### src/inc/id_pkg.sv
// Purpose: constants and types for the identify parameter block
// Assumes: AXI4-Lite register port with 32-bit data, byte addresses
// Notes: WD_ names are word addresses inside the 256-word block
package id_pkg;
  localparam int ADDR_W = 8;
  localparam logic [7:0] A_CTRL = 8'h00;
  localparam logic [7:0] A_STAT = 8'h04;
  localparam logic [7:0] A_CYL = 8'h08;
  localparam logic [7:0] A_HEADS = 8'h0C;
  localparam logic [7:0] A_SPT = 8'h10;
  localparam logic [7:0] A_MULT = 8'h14;
  localparam logic [7:0] A_DMA = 8'h18;
  localparam logic [7:0] A_SEC_ER = 8'h1C;
  localparam logic [7:0] A_ENH_ER = 8'h20;
  localparam logic [7:0] A_APM = 8'h24;
  localparam logic [7:0] A_SEC_ST = 8'h28;
  localparam logic [7:0] A_SN = 8'h30;
  localparam logic [7:0] A_SN_END = 8'h40;
  localparam logic [1:0] RESP_OKAY = 2'h0;
  localparam logic [1:0] RESP_DECERR = 2'h3;
  localparam int CTRL_START_BIT = 0;
  localparam int STAT_BUSY_BIT = 8;
  localparam int DMA_SEL_POS = 8;
  localparam int SN_USER_WORDS = 5;
  localparam logic [7:0] LAST_IDX = 8'hFF;
  localparam int CYCLE_TIME_NS = 120;
  localparam logic [15:0] W_CYCLE = 16'(CYCLE_TIME_NS);
  localparam logic [15:0] W_GENCONF = 16'h044A;
  localparam logic [15:0] W_BUF_TYPE = 16'h0002;
  localparam logic [15:0] W_ECC_CNT = 16'h0004;
  localparam logic [15:0] W_CAPS = 16'h0B00;
  localparam logic [15:0] W_PIO_MODE = 16'h0200;
  localparam logic [15:0] W_VALID = 16'h0003;
  localparam logic [15:0] W_DMA_SUP = 16'h0007;
  localparam logic [15:0] W_ADV_PIO = 16'h0003;
  localparam logic [15:0] W_MAJOR = 16'h007E;
  localparam logic [15:0] W_MINOR = 16'h0019;
  localparam logic [15:0] W_F82 = 16'h706A;
  localparam logic [15:0] W_F83 = 16'h410D;
  localparam logic [15:0] W_F84 = 16'h4000;
  localparam logic [15:0] SPACE_PAIR = 16'h2020;
  localparam logic [7:0] MULT_VALID = 8'h01;
  localparam logic [7:0] WD_GEN = 8'h00;
  localparam logic [7:0] WD_DCYL = 8'h01;
  localparam logic [7:0] WD_DHEAD = 8'h03;
  localparam logic [7:0] WD_DSPT = 8'h06;
  localparam logic [7:0] WD_TOT_HI = 8'h07;
  localparam logic [7:0] WD_TOT_LO = 8'h08;
  localparam logic [7:0] WD_VEND = 8'h09;
  localparam logic [7:0] WD_SN_U = 8'h0A;
  localparam logic [7:0] WD_SN_U_END = 8'h0E;
  localparam logic [7:0] WD_SN_F = 8'h0F;
  localparam logic [7:0] WD_SN_F_END = 8'h13;
  localparam logic [7:0] WD_BUFT = 8'h14;
  localparam logic [7:0] WD_BUFS = 8'h15;
  localparam logic [7:0] WD_ECC = 8'h16;
  localparam logic [7:0] WD_FW = 8'h17;
  localparam logic [7:0] WD_FW_END = 8'h1A;
  localparam logic [7:0] WD_MODEL = 8'h1B;
  localparam logic [7:0] WD_MODEL_END = 8'h2E;
  localparam logic [7:0] WD_MAXM = 8'h2F;
  localparam logic [7:0] WD_CAPS = 8'h31;
  localparam logic [7:0] WD_PIO = 8'h33;
  localparam logic [7:0] WD_VALID = 8'h35;
  localparam logic [7:0] WD_CCYL = 8'h36;
  localparam logic [7:0] WD_CHEAD = 8'h37;
  localparam logic [7:0] WD_CSPT = 8'h38;
  localparam logic [7:0] WD_CAP_LO = 8'h39;
  localparam logic [7:0] WD_CAP_HI = 8'h3A;
  localparam logic [7:0] WD_MULT = 8'h3B;
  localparam logic [7:0] WD_LBA_LO = 8'h3C;
  localparam logic [7:0] WD_LBA_HI = 8'h3D;
  localparam logic [7:0] WD_DMA = 8'h3F;
  localparam logic [7:0] WD_APIO = 8'h40;
  localparam logic [7:0] WD_DMA_MIN = 8'h41;
  localparam logic [7:0] WD_DMA_REC = 8'h42;
  localparam logic [7:0] WD_PIO_MIN = 8'h43;
  localparam logic [7:0] WD_PIO_RDY = 8'h44;
  localparam logic [7:0] WD_MAJOR = 8'h50;
  localparam logic [7:0] WD_MINOR = 8'h51;
  localparam logic [7:0] WD_F82 = 8'h52;
  localparam logic [7:0] WD_F83 = 8'h53;
  localparam logic [7:0] WD_F84 = 8'h54;
  localparam logic [7:0] WD_SEC_ER = 8'h59;
  localparam logic [7:0] WD_ENH_ER = 8'h5A;
  localparam logic [7:0] WD_APM = 8'h5B;
  localparam logic [7:0] WD_SEC_ST = 8'h80;

  typedef enum logic {PH_IDLE = 1'b0, PH_SEND = 1'b1} phase_type;

  typedef struct packed {
    logic [15:0] data;
    logic [7:0] index;
    logic last;
  } ident_word_type;

  typedef struct packed {
    phase_type phase;
    logic [7:0] idx;
    logic [15:0] word;
    logic last;
    logic awgot;
    logic wgot;
    logic [7:0] awaddr;
    logic [31:0] wdata;
    logic [3:0] wstrb;
    logic bvalid;
    logic [1:0] bresp;
    logic rvalid;
    logic [31:0] rdata;
    logic [1:0] rresp;
    logic [15:0] cyl;
    logic [15:0] heads;
    logic [15:0] spt;
    logic [7:0] mult;
    logic [1:0] dma_sel;
    logic [15:0] sec_er;
    logic [15:0] enh_er;
    logic [15:0] apm;
    logic [15:0] sec_st;
    logic [SN_USER_WORDS-1:0][15:0] user_sn;
  } state_type;
endpackage

### src/design/identify_block.sv
// Purpose: identify parameter block, streamed as 256 words on request
// Assumes: AXI4-Lite slave for live settings; host side takes words
//   over a valid/ready stream, one word per data transfer
//
// The address map and register access over AXI4-Lite were left to the implementer.
`timescale 1ns/1ps
`default_nettype none

module identify_block #(
  parameter logic [15:0] DEF_CYL = 16'h03E0,
  parameter logic [15:0] DEF_HEADS = 16'h0010,
  parameter logic [15:0] DEF_SPT = 16'h003F,
  parameter logic [31:0] TOTAL_SECT = 32'h000F_4200,
  parameter logic [15:0] BUF_SECTORS = 16'h0002,
  parameter logic [7:0] MAX_MULT = 8'h01,
  // arbitrary vendor word
  parameter logic [15:0] VENDOR_WORD = 16'h0000,
  // arbitrary factory identifier, right justified ascii
  parameter logic [79:0] UNIQUE_ID = 80'h2020_2020_2020_2020_3031,
  // arbitrary firmware revision ascii
  parameter logic [63:0] FW_REV = 64'h3130_2020_2020_2020,
  parameter logic [15:0] MODEL_WORD = 16'h2020
) (
  input wire logic aclk,
  input wire logic aresetn,
  input wire logic [id_pkg::ADDR_W-1:0] s_axi_awaddr,
  input wire logic s_axi_awvalid,
  output logic s_axi_awready,
  input wire logic [31:0] s_axi_wdata,
  input wire logic [3:0] s_axi_wstrb,
  input wire logic s_axi_wvalid,
  output logic s_axi_wready,
  output logic [1:0] s_axi_bresp,
  output logic s_axi_bvalid,
  input wire logic s_axi_bready,
  input wire logic [id_pkg::ADDR_W-1:0] s_axi_araddr,
  input wire logic s_axi_arvalid,
  output logic s_axi_arready,
  output logic [31:0] s_axi_rdata,
  output logic [1:0] s_axi_rresp,
  output logic s_axi_rvalid,
  input wire logic s_axi_rready,
  input wire logic identify_req,
  output var id_pkg::ident_word_type id_word,
  output logic id_valid,
  input wire logic id_ready,
  output logic id_busy
);

  id_pkg::state_type state_ff;
  id_pkg::state_type nxt_state;

  // byte-lane merge of a write into a register
  function automatic logic [31:0] merge(input logic [31:0] old,
                                        input logic [31:0] d,
                                        input logic [3:0] be);
    logic [31:0] r;
    r = old;
    for (int k = 0; k < 4; k++) begin
      if (be[k]) begin
        r[k*8 +: 8] = d[k*8 +: 8];
      end
    end
    return r;
  endfunction

  // address decode shared by write, read and response
  function automatic logic mapped(input logic [7:0] a);
    logic hit;
    hit = a inside {id_pkg::A_CTRL, id_pkg::A_STAT, id_pkg::A_CYL,
                    id_pkg::A_HEADS, id_pkg::A_SPT, id_pkg::A_MULT,
                    id_pkg::A_DMA, id_pkg::A_SEC_ER, id_pkg::A_ENH_ER,
                    id_pkg::A_APM, id_pkg::A_SEC_ST};
    // serial slots, word aligned
    if (a >= id_pkg::A_SN && a <= id_pkg::A_SN_END && a[1:0] == 2'h0) begin
      hit = 1'b1;
    end
    return hit;
  endfunction

  // user serial slot from its byte address
  function automatic logic [2:0] sn_slot(input logic [7:0] a);
    logic [7:0] d;
    d = a - id_pkg::A_SN;
    return d[4:2];
  endfunction

  // content of one parameter word from live settings
  function automatic logic [15:0] word_of(input logic [7:0] i,
                                          input id_pkg::state_type s);
    logic [31:0] cap;
    logic [15:0] w;
    cap = 32'(s.cyl) * 32'(s.heads) * 32'(s.spt);
    w = 16'h0000;

    case (i)
      // fixed identity and default geometry
      id_pkg::WD_GEN: w = id_pkg::W_GENCONF;
      id_pkg::WD_DCYL: w = DEF_CYL;
      id_pkg::WD_DHEAD: w = DEF_HEADS;
      id_pkg::WD_DSPT: w = DEF_SPT;
      id_pkg::WD_TOT_HI: w = TOTAL_SECT[31:16];
      id_pkg::WD_TOT_LO: w = TOTAL_SECT[15:0];
      id_pkg::WD_VEND: w = VENDOR_WORD;

      // buffer and ecc description
      id_pkg::WD_BUFT: w = id_pkg::W_BUF_TYPE;
      id_pkg::WD_BUFS: w = BUF_SECTORS;
      id_pkg::WD_ECC: w = id_pkg::W_ECC_CNT;

      // capability and mode words
      id_pkg::WD_MAXM: w = {8'h00, MAX_MULT};
      id_pkg::WD_CAPS: w = id_pkg::W_CAPS;
      id_pkg::WD_PIO: w = id_pkg::W_PIO_MODE;
      id_pkg::WD_VALID: w = id_pkg::W_VALID;

      // live geometry and capacity
      id_pkg::WD_CCYL: w = s.cyl;
      id_pkg::WD_CHEAD: w = s.heads;
      id_pkg::WD_CSPT: w = s.spt;
      id_pkg::WD_CAP_LO: w = cap[15:0];
      id_pkg::WD_CAP_HI: w = cap[31:16];

      // count byte from the last multiple setting
      id_pkg::WD_MULT: w = {id_pkg::MULT_VALID, s.mult};
      id_pkg::WD_LBA_LO: w = TOTAL_SECT[15:0];
      id_pkg::WD_LBA_HI: w = TOTAL_SECT[31:16];

      // one 2-bit code selects the mode, so one bit at most
      id_pkg::WD_DMA: begin
        w = id_pkg::W_DMA_SUP;
        if (s.dma_sel != 2'h0) begin
          w[id_pkg::DMA_SEL_POS + 32'(s.dma_sel) - 1] = 1'b1;
        end
      end

      // timing and version words
      id_pkg::WD_APIO: w = id_pkg::W_ADV_PIO;
      id_pkg::WD_DMA_MIN: w = id_pkg::W_CYCLE;
      id_pkg::WD_DMA_REC: w = id_pkg::W_CYCLE;
      id_pkg::WD_PIO_MIN: w = id_pkg::W_CYCLE;
      id_pkg::WD_PIO_RDY: w = id_pkg::W_CYCLE;
      id_pkg::WD_MAJOR: w = id_pkg::W_MAJOR;
      id_pkg::WD_MINOR: w = id_pkg::W_MINOR;
      id_pkg::WD_F82: w = id_pkg::W_F82;
      id_pkg::WD_F83: w = id_pkg::W_F83;
      id_pkg::WD_F84: w = id_pkg::W_F84;

      // live security and power words
      id_pkg::WD_SEC_ER: w = s.sec_er;
      id_pkg::WD_ENH_ER: w = s.enh_er;
      id_pkg::WD_APM: w = s.apm;
      id_pkg::WD_SEC_ST: w = s.sec_st;

      // string ranges, everything else reserved
      default: begin
        if (i >= id_pkg::WD_SN_U && i <= id_pkg::WD_SN_U_END) begin
          w = s.user_sn[3'(i - id_pkg::WD_SN_U)];
        end else if (i >= id_pkg::WD_SN_F && i <= id_pkg::WD_SN_F_END) begin
          w = UNIQUE_ID[{3'(id_pkg::WD_SN_F_END - i), 4'h0} +: 16];
        end else if (i >= id_pkg::WD_FW && i <= id_pkg::WD_FW_END) begin
          w = FW_REV[{2'(id_pkg::WD_FW_END - i), 4'h0} +: 16];
        end else if (i >= id_pkg::WD_MODEL && i <= id_pkg::WD_MODEL_END) begin
          w = MODEL_WORD;
        end else begin
          w = 16'h0000;
        end
      end
    endcase
    return w;
  endfunction

  always_comb begin
    logic [31:0] wv;
    logic [31:0] rv;
    logic start;
    wv = 32'h0000_0000;
    rv = 32'h0000_0000;
    start = 1'b0;
    nxt_state = state_ff;

    // write address and data are taken in either order
    if (s_axi_awvalid && s_axi_awready) begin
      nxt_state.awgot = 1'b1;
      nxt_state.awaddr = s_axi_awaddr;
    end

    if (s_axi_wvalid && s_axi_wready) begin
      nxt_state.wgot = 1'b1;
      nxt_state.wdata = s_axi_wdata;
      nxt_state.wstrb = s_axi_wstrb;
    end

    if (state_ff.bvalid && s_axi_bready) begin
      nxt_state.bvalid = 1'b0;
    end

    // apply the held write once both halves are in
    if (state_ff.awgot && state_ff.wgot && !state_ff.bvalid) begin
      nxt_state.awgot = 1'b0;
      nxt_state.wgot = 1'b0;
      nxt_state.bvalid = 1'b1;
      nxt_state.bresp = mapped(state_ff.awaddr) ? id_pkg::RESP_OKAY
                                                : id_pkg::RESP_DECERR;
      case (state_ff.awaddr)
        id_pkg::A_CTRL: begin
          wv = merge(32'h0000_0000, state_ff.wdata, state_ff.wstrb);
          start = wv[id_pkg::CTRL_START_BIT];
        end

        // current geometry, multiple setting and dma select
        id_pkg::A_CYL: begin
          wv = merge({16'h0000, state_ff.cyl}, state_ff.wdata, state_ff.wstrb);
          nxt_state.cyl = wv[15:0];
        end
        id_pkg::A_HEADS: begin
          wv = merge({16'h0000, state_ff.heads}, state_ff.wdata, state_ff.wstrb);
          nxt_state.heads = wv[15:0];
        end
        id_pkg::A_SPT: begin
          wv = merge({16'h0000, state_ff.spt}, state_ff.wdata, state_ff.wstrb);
          nxt_state.spt = wv[15:0];
        end
        id_pkg::A_MULT: begin
          wv = merge({24'h00_0000, state_ff.mult}, state_ff.wdata, state_ff.wstrb);
          nxt_state.mult = wv[7:0];
        end
        id_pkg::A_DMA: begin
          wv = merge({30'h0000_0000, state_ff.dma_sel}, state_ff.wdata,
                     state_ff.wstrb);
          nxt_state.dma_sel = wv[1:0];
        end

        // live power and security settings
        id_pkg::A_SEC_ER: begin
          wv = merge({16'h0000, state_ff.sec_er}, state_ff.wdata, state_ff.wstrb);
          nxt_state.sec_er = wv[15:0];
        end
        id_pkg::A_ENH_ER: begin
          wv = merge({16'h0000, state_ff.enh_er}, state_ff.wdata, state_ff.wstrb);
          nxt_state.enh_er = wv[15:0];
        end
        id_pkg::A_APM: begin
          wv = merge({16'h0000, state_ff.apm}, state_ff.wdata, state_ff.wstrb);
          nxt_state.apm = wv[15:0];
        end
        id_pkg::A_SEC_ST: begin
          wv = merge({16'h0000, state_ff.sec_st}, state_ff.wdata, state_ff.wstrb);
          nxt_state.sec_st = wv[15:0];
        end
        default: begin
          // user serial words; other mapped writes ignored
          if (mapped(state_ff.awaddr) && state_ff.awaddr >= id_pkg::A_SN) begin
            wv = merge({16'h0000, state_ff.user_sn[sn_slot(state_ff.awaddr)]},
                       state_ff.wdata, state_ff.wstrb);
            nxt_state.user_sn[sn_slot(state_ff.awaddr)] = wv[15:0];
          end
        end
      endcase
    end

    // read channel answers one cycle after the address is taken
    if (state_ff.rvalid && s_axi_rready) begin
      nxt_state.rvalid = 1'b0;
    end
    if (s_axi_arvalid && s_axi_arready) begin
      // live settings; serial slots by default
      case (s_axi_araddr)
        id_pkg::A_CTRL: rv[id_pkg::CTRL_START_BIT] = id_busy;
        id_pkg::A_STAT: rv = {23'h00_0000, id_busy, state_ff.idx};
        id_pkg::A_CYL: rv = {16'h0000, state_ff.cyl};
        id_pkg::A_HEADS: rv = {16'h0000, state_ff.heads};
        id_pkg::A_SPT: rv = {16'h0000, state_ff.spt};
        id_pkg::A_MULT: rv = {24'h00_0000, state_ff.mult};
        id_pkg::A_DMA: rv = {30'h0000_0000, state_ff.dma_sel};
        id_pkg::A_SEC_ER: rv = {16'h0000, state_ff.sec_er};
        id_pkg::A_ENH_ER: rv = {16'h0000, state_ff.enh_er};
        id_pkg::A_APM: rv = {16'h0000, state_ff.apm};
        id_pkg::A_SEC_ST: rv = {16'h0000, state_ff.sec_st};
        default: begin
          if (mapped(s_axi_araddr)) begin
            rv = {16'h0000, state_ff.user_sn[sn_slot(s_axi_araddr)]};
          end
        end
      endcase

      nxt_state.rvalid = 1'b1;
      nxt_state.rdata = rv;
      nxt_state.rresp = mapped(s_axi_araddr) ? id_pkg::RESP_OKAY
                                             : id_pkg::RESP_DECERR;
    end

    // parameter word stream; a request while busy is dropped
    start = start | identify_req;
    case (state_ff.phase)
      id_pkg::PH_IDLE: begin
        if (start) begin
          nxt_state.phase = id_pkg::PH_SEND;
          nxt_state.idx = id_pkg::WD_GEN;
          nxt_state.word = word_of(id_pkg::WD_GEN, state_ff);
          nxt_state.last = 1'b0;
        end
      end

      id_pkg::PH_SEND: begin
        if (id_ready) begin
          if (state_ff.last) begin
            nxt_state.phase = id_pkg::PH_IDLE;
          end else begin
            nxt_state.idx = state_ff.idx + 8'h01;
            nxt_state.word = word_of(state_ff.idx + 8'h01, state_ff);
            nxt_state.last = (state_ff.idx + 8'h01) == id_pkg::LAST_IDX;
          end
        end
      end
      default: nxt_state.phase = id_pkg::PH_IDLE;
    endcase

    // reset last so it overrides every update above
    if (!aresetn) begin
      nxt_state = '0;
      nxt_state.phase = id_pkg::PH_IDLE;
      nxt_state.cyl = DEF_CYL;
      nxt_state.heads = DEF_HEADS;
      nxt_state.spt = DEF_SPT;
      nxt_state.mult = 8'h00;
      nxt_state.user_sn = {id_pkg::SN_USER_WORDS{id_pkg::SPACE_PAIR}};
    end
  end

  // one register holds all state
  always_ff @(posedge aclk) begin
    state_ff <= nxt_state;
  end

  // bus handshakes from held state
  assign s_axi_awready = !state_ff.awgot && !state_ff.bvalid;
  assign s_axi_wready = !state_ff.wgot && !state_ff.bvalid;
  assign s_axi_bvalid = state_ff.bvalid;
  assign s_axi_bresp = state_ff.bresp;
  assign s_axi_arready = !state_ff.rvalid;
  assign s_axi_rvalid = state_ff.rvalid;
  assign s_axi_rdata = state_ff.rdata;
  assign s_axi_rresp = state_ff.rresp;

  // stream outputs straight from the state register
  assign id_busy = state_ff.phase == id_pkg::PH_SEND;
  assign id_valid = id_busy;
  assign id_word.data = state_ff.word;
  assign id_word.index = state_ff.idx;
  assign id_word.last = state_ff.last;

endmodule // identify_block

`default_nettype wire

### config.mk
export PLATFORM = sky130hd
export DESIGN_NAME = identify_block
export DESIGN_NICKNAME = d
export VERILOG_FILES = /design/src/inc/id_pkg.sv /design/src/design/identify_block.sv
export SDC_FILE = /design/constraint.sdc
export NUM_CORES = 2
export LEC_CHECK = 0
export BUFFER_PORTS_ARGS = -buffer_cell sky130_fd_sc_hd__buf_2
export CORE_MARGIN = 10
export CORE_UTILIZATION = 59
export CTS_CLUSTER_DIAMETER = 60
export DETAILED_ROUTE_END_ITERATION = 10
export PLACE_DENSITY = 0.77
export SYNTH_ARGS = -nofsm -noshare
export SYNTH_HDL_FRONTEND = slang
export SYNTH_SLANG_ARGS = --single-unit
export TNS_END_PERCENT = 5
### constraint.sdc
create_clock -name aclk -period 11 [get_ports aclk]
set_input_delay 1.65 -clock aclk [delete_from_list [all_inputs] [get_ports aclk]]
set_output_delay 1.65 -clock aclk [all_outputs]
set_load 0.03 [all_outputs]
Word-level counts from Yosys, hierarchy flattened
Cells that the tools add are included.
{ "classes": {"addsub": 8, "n_mul": 2, "div": 0, "n_lt_le_gt_ge": 18, "n_eq_ne": 60, "n_shift": 2, "muxes": 50, "bitwise": 4, "n_reduce_logical": 61} }
{ "ops": {"columns": ["cell", "n"], "rows": [
  ["16-bit case mux with 30 select lines", 1],
  ["31-bit case mux with 11 select lines", 1],
  ["8-bit by 6-bit equality test with 1-bit output (second input constant)", 19],
  ["16-bit binary-select mux with 3-bit select", 3],
  ["16-bit 2-to-1 mux", 9],
  ["8-bit by 7-bit equality test with 1-bit output (second input constant)", 13],
  ["8-bit by 5-bit equality test with 1-bit output (second input constant)", 11],
  ["80-bit bitwise mux", 1],
  ["80-bit by 8-bit indexed part select with 16-bit output (first input constant)", 1],
  ["8-bit 2-to-1 mux", 8],
  ["64-bit by 7-bit indexed part select with 16-bit output (first input constant)", 1],
  ["3-bit AND reduction", 18],
  ["26-bit 2-to-1 mux", 2],
  ["26-bit case mux with 2 select lines", 1],
  ["16-bit demux with 3-bit select", 1],
  ["8-bit by 4-bit equality test with 1-bit output (second input constant)", 6],
  ["35-bit 2-to-1 mux", 1],
  ["8-bit by 3-bit equality test with 1-bit output (second input constant)", 4],
  ["32-bit by 1-bit >= comparator with 1-bit output (second input constant)", 1],
  ["32-bit by 5-bit < comparator with 1-bit output (second input constant)", 1],
  ["16-bit by 16-bit multiplier with 32-bit output", 1],
  ["32-bit by 16-bit multiplier with 32-bit output", 1],
  ["25-bit 2-to-1 mux", 1],
  ["8-bit zero test", 3],
  ["38 further kinds", 96]
]} }
{ "totals": {"ff_bits": 294, "latchBits": 0, "ramBits": 0, "mem_bits_ro": 0, "in_bits": 61, "output_inout_bits": 68, "word_cells": 240, "mem_count": 0} }

Depth between registers and ports, before layout
{ "logic_depth": {"ltp_word": 11, "ltp_mapped": 48, "mapped_depth_nobuf": 45} }

Least setup slack after synthesis
Ideal clock, no wire load.
{ "synth_path": {"kind": "reg-to-reg", "start": "register state_ff[171] (netlist bit)", "end": "register state_ff, in the netlist id_word[24]", "setup_time_ns": 0.130, "t_arrival_ns": 10.992, "required_ns": 10.870, "slack_ns": -0.122, "stages_incl_launch_ff": 44, "path_cell_list": "dfxtp_1 > clkbuf_1 > clkbuf_1 > nand2_1 > fa_1 > fa_1 > fa_1 > fa_1 > inv_1 > fa_1 > inv_1 > fa_1 > inv_1 > ha_1 > o21ai_1 > nor2b_1 > o32ai_1 > a41o_1 > [8 not listed] > fa_1 > inv_1 > fa_1 > inv_1 > ha_1 > or2_2 > a21oi_1 > a21oi_1 > nand3_1 > nand3_1 > o2111ai_1 > nand3_1 > nor4_1 > nor3_1 > xnor2_1 > xor3_1 > nand2_1 > a21oi_1"} }
{ "synth_via": {"elab_chain_cells": 6} }
{ "synth_lines": {"columns": ["item", "line", "rtl"], "rows": [
  ["start: declaration", "identify_block.sv:50", "id_pkg::state_type state_ff;"],
  ["start signal: assignment", "identify_block.sv:333", "state_ff <= nxt_state;"],
  ["16-bit by 16-bit multiplier with 32-bit output", "identify_block.sv:93", "cap = 32'(s.cyl) * 32'(s.heads) * 32'(s.spt);"],
  ["32-bit by 16-bit multiplier with 32-bit output", "identify_block.sv:93", null],
  ["16-bit case mux with 30 select lines", "identify_block.sv:96", "case (i)"],
  ["25-bit 2-to-1 mux", "identify_block.sv:307", "if (state_ff.last) begin"],
  ["26-bit 2-to-1 mux", "identify_block.sv:306", "if (id_ready) begin"],
  ["26-bit case mux with 2 select lines", "identify_block.sv:295", "case (state_ff.phase)"]
]} }
Every way passes these cells. The select of a mux whose other input is x is not followed.
A chain may end at the register's enable or synchronous reset.

Worst setup path in the final report
{ "layout_path": {"start": "register state_ff[193] (netlist bit)", "end": "register state_ff, in the netlist id_word[18]"} }
Same word-level chain as after synthesis.

==> flow_summary.ini <==
[detailed_routing]
dr.pass1.iters = 9
drcViolationCount = 0
vias = 31393
wl_mm = 116
drt-initial-drc-count = 3334
ant_nets = 0
routedWlPerCell_um = 22.3
vias_per_cell = 6.05

[synthesis]
syn_area_per_cell_sq_um = 8.52
synth_area_leaders = fa_1 28%, dfxtp_1 15%, nand2_1 6.8%
synth_edf_count = 0
ys.flop_type = dfxtp_1
synth_area_sq_um = 36000
synthArstFlopShare_pct = 0
yosys.cell_count.top_type = nand2_1
yosysWarnings = 0
synth_area_leader_cell = fa_1
synth_cells = 4220
ys_seq_area_share_pct = 15.4
yosys.area.top_type_share_pct = 27.7
synthTopCellsByCount = 648 x nand2_1, 607 x inv_1, 498 x fa_1, 291 x and2_1, 276 x dfxtp_1
ys_ff_latch = 276
synth_cell_types = 89

[critical_path]
critPathKind = reg -> reg
required_ps = 11490
slowest_stage = fa_1
arrival_ps = 11920
crit_path_max_fanout = 7
crit_path_max_incr_delay_ps = 580
path_common_cell = fa_1
start_kind = flop
end_kind = flop

[power]
p_int_mw = 1.65
p_sw_mw = 0.668
p_leak_nw = 18.1
power_density_nw_per_um2 = 57.4
combinationalPowerShare_pct = 11.4
swShare_pct = 28.8
clock_power_share_pct = 43.3
share_seq_of_total_power_pct = 45.3
ir_drop_v = 0.000128

[grt]
grt_pass1_wl_mm = 181
grt_max_degree = 166
grt-ovfl-total = 0
grt_pass1_vias = 32463
antenna_found_initial = 2
track_usage_pct = 32.3

[clock_tree]
hold_buffers = 0
insertion_delay_ps = 600
numClockSinks = 276
htreeDepth = 1
clock_path_buffers = 3
cts_root_buf = clkbuf_16
cts_tree = yes
clk_pin_slew_ps = 70
cts_buffers = 28

[finish]
drive_gt1_share_pct = 15.6
antenna_cells = 0
instances_no_fill = 5192
fillerInstances = 4823
ff_latch_area_sq_um = 5580
fin_nets = 5125
area_growth_pct = 12.1
multiInputGateArea_sq_um = 27100

[timing]
slew_headroom_pct = 22.1
fin_crit_ps = 11430
fmax_mhz = 87.5
worstMarginPinSlew_ps = 1160
finalSetupTns_ps = -2920
setup_viol = 13
slew_violations = 0
clock_skew_ps = 41.4
rsz0062_at_grt = yes
finalHoldViolCount = 0
setup_slack_ps = -429
fin_crit_sh_pct = 104

[floorplanning]
row_count = 90
start_util_pct = 59.6
ios = 129
die-area_sq_um = 71200
core-area_sq_um = 60400
die_h_um = 267
fp.dieW_um = 267

[placed_design]
placed_cells = 5115
numPortBuffers = 94
gp_congestion = 1.02
dp_worst_setup_slack_ps = -830
hpwlAfterDp_mm = 87.1

[job]
drv_cap = 0

[hold_path]
hold_path.class = reg -> reg

[outcome]
status = finished, violations left
violations = negative setup slack
-- cell families after synthesis --
group / synth area share (%)
xor gates and xnor gates: 2.28
AOI/OAI and AO/OA: 12.1
muxes: 6.48
adders and majority gates: 33.9
other: 0.0104
and+or+nand+nor: 19.2
DFF: 15.4
buffers and inverters: 10.7
-- metrics by stage --
| step | hold slack, ps | utilization (%) | power (mW) | area, sq um |
|---|---|---|---|---|
| 2_1_floorplan | 431 | - | 1.23 | 36000 |
| 5_1_grt | 498 | 66.8 | 2.36 | 40300 |
| 3_3_place_gp | 452 | 64.1 | 1.32 | 38700 |
| 4_1_cts | 464 | 66.2 | 2.30 | 40000 |
| 3_5_place_dp | 454 | 64.1 | 1.32 | 38700 |
| 6_report | 462 | 66.8 | 2.31 | 40300 |
-- worst paths after layout --
kind                 start  slack, ps           to  cells after the start
min            id_word[14]        460  id_word[14]                      2
max          state_ff[193]       -430  id_word[18]                     43
min reg2reg    id_word[14]        460  id_word[14]                      2
max reg2reg  state_ff[193]       -430  id_word[18]                     43
-- area by class of cell --
| cell class | instances | share of cell area (%) |
|---|---|---|
| Clock buffer | 36 | 1.91 |
| Multi-Input combinational cell | 3007 | 67.3 |
| Tap cell | 782 | 2.43 |
| Sequential cell | 276 | 13.8 |
| Timing Repair Buffer | 469 | 8.45 |
| Clock inverter | 15 | 0.431 |
| Inverter | 607 | 5.65 |
-- power groups by stage --
stage | clock network [mW] | registers (mW) | logic [mW]
floorplan | 0 | 1.05 | 0.188
global placement | 0 | 1.07 | 0.252
detailed placement | 0 | 1.07 | 0.253
CTS | 1.00 | 1.05 | 0.255
global route | 1.03 | 1.05 | 0.279
finish | 1.00 | 1.05 | 0.264
-- registers in the layout, indices dropped and copies added (netlist names) --
| register | count |
|---|---|
| s_axi_rresp | 1 |
| s_axi_rdata | 16 |
| s_axi_rvalid | 1 |
| s_axi_bvalid | 1 |
| state_ff | 230 |
| id_busy | 1 |
| id_word | 25 |
| s_axi_bresp | 1 |
-- worst max-delay path: cells and delay by family (launching register included) --
family / cells / cell delay (ps)
and+or+nand+nor: 6 / 920
xor gates and xnor gates: 1 / 230
adders and majority gates: 14 / 6620
DFF: 1 / 380
buffers and inverters: 12 / 1330
AOI/OAI and AO/OA: 10 / 1880
-- metal layers --
layer / track usage, % / part of all wire (%)
met1: 40.4 / 38
met2: 52.0 / 45
met3: 6.24 / 10
met4: 17.7 / 6.3
met5: 0 / 0.011
-- placed cells by master, fill, tap and decap left out, types with 10 or more instances in the layout --
cell / instances
a222oi_1: 29
nor2_1: 84
a21oi_2: 10
or3_1: 10
dfxtp_4: 10
mux2i_1: 146
o21ai_1: 19
mux2_2: 11
nand3_1: 105
a21o_1: 26
a21boi_0: 99
buf_2: 93
mux4_2: 33
and2_1: 291
nor3_1: 20
a22oi_1: 55
and3_1: 25
dfxtp_2: 15
xor2_1: 18
a221oi_1: 36
fa_1: 489
o21ai_0: 113
clkbuf_16: 29
a21oi_1: 100
conb_1: 16
ha_1: 170
buf_4: 363
a31oi_1: 26
nand2b_1: 25
nand2_1: 647
nor2b_1: 138
inv_1: 607
o21a_1: 10
xnor2_1: 42
dfxtp_1: 251
-- what timing repair did --
item                       4_1_cts  5_1_grt
pin swaps                       34       51
gates resized for setup         58       55
setup endpoints to repair       15       15
setup buffers                   14       11
cloned                           1        0
Note: power is estimated with default switching activity, not from simulation.
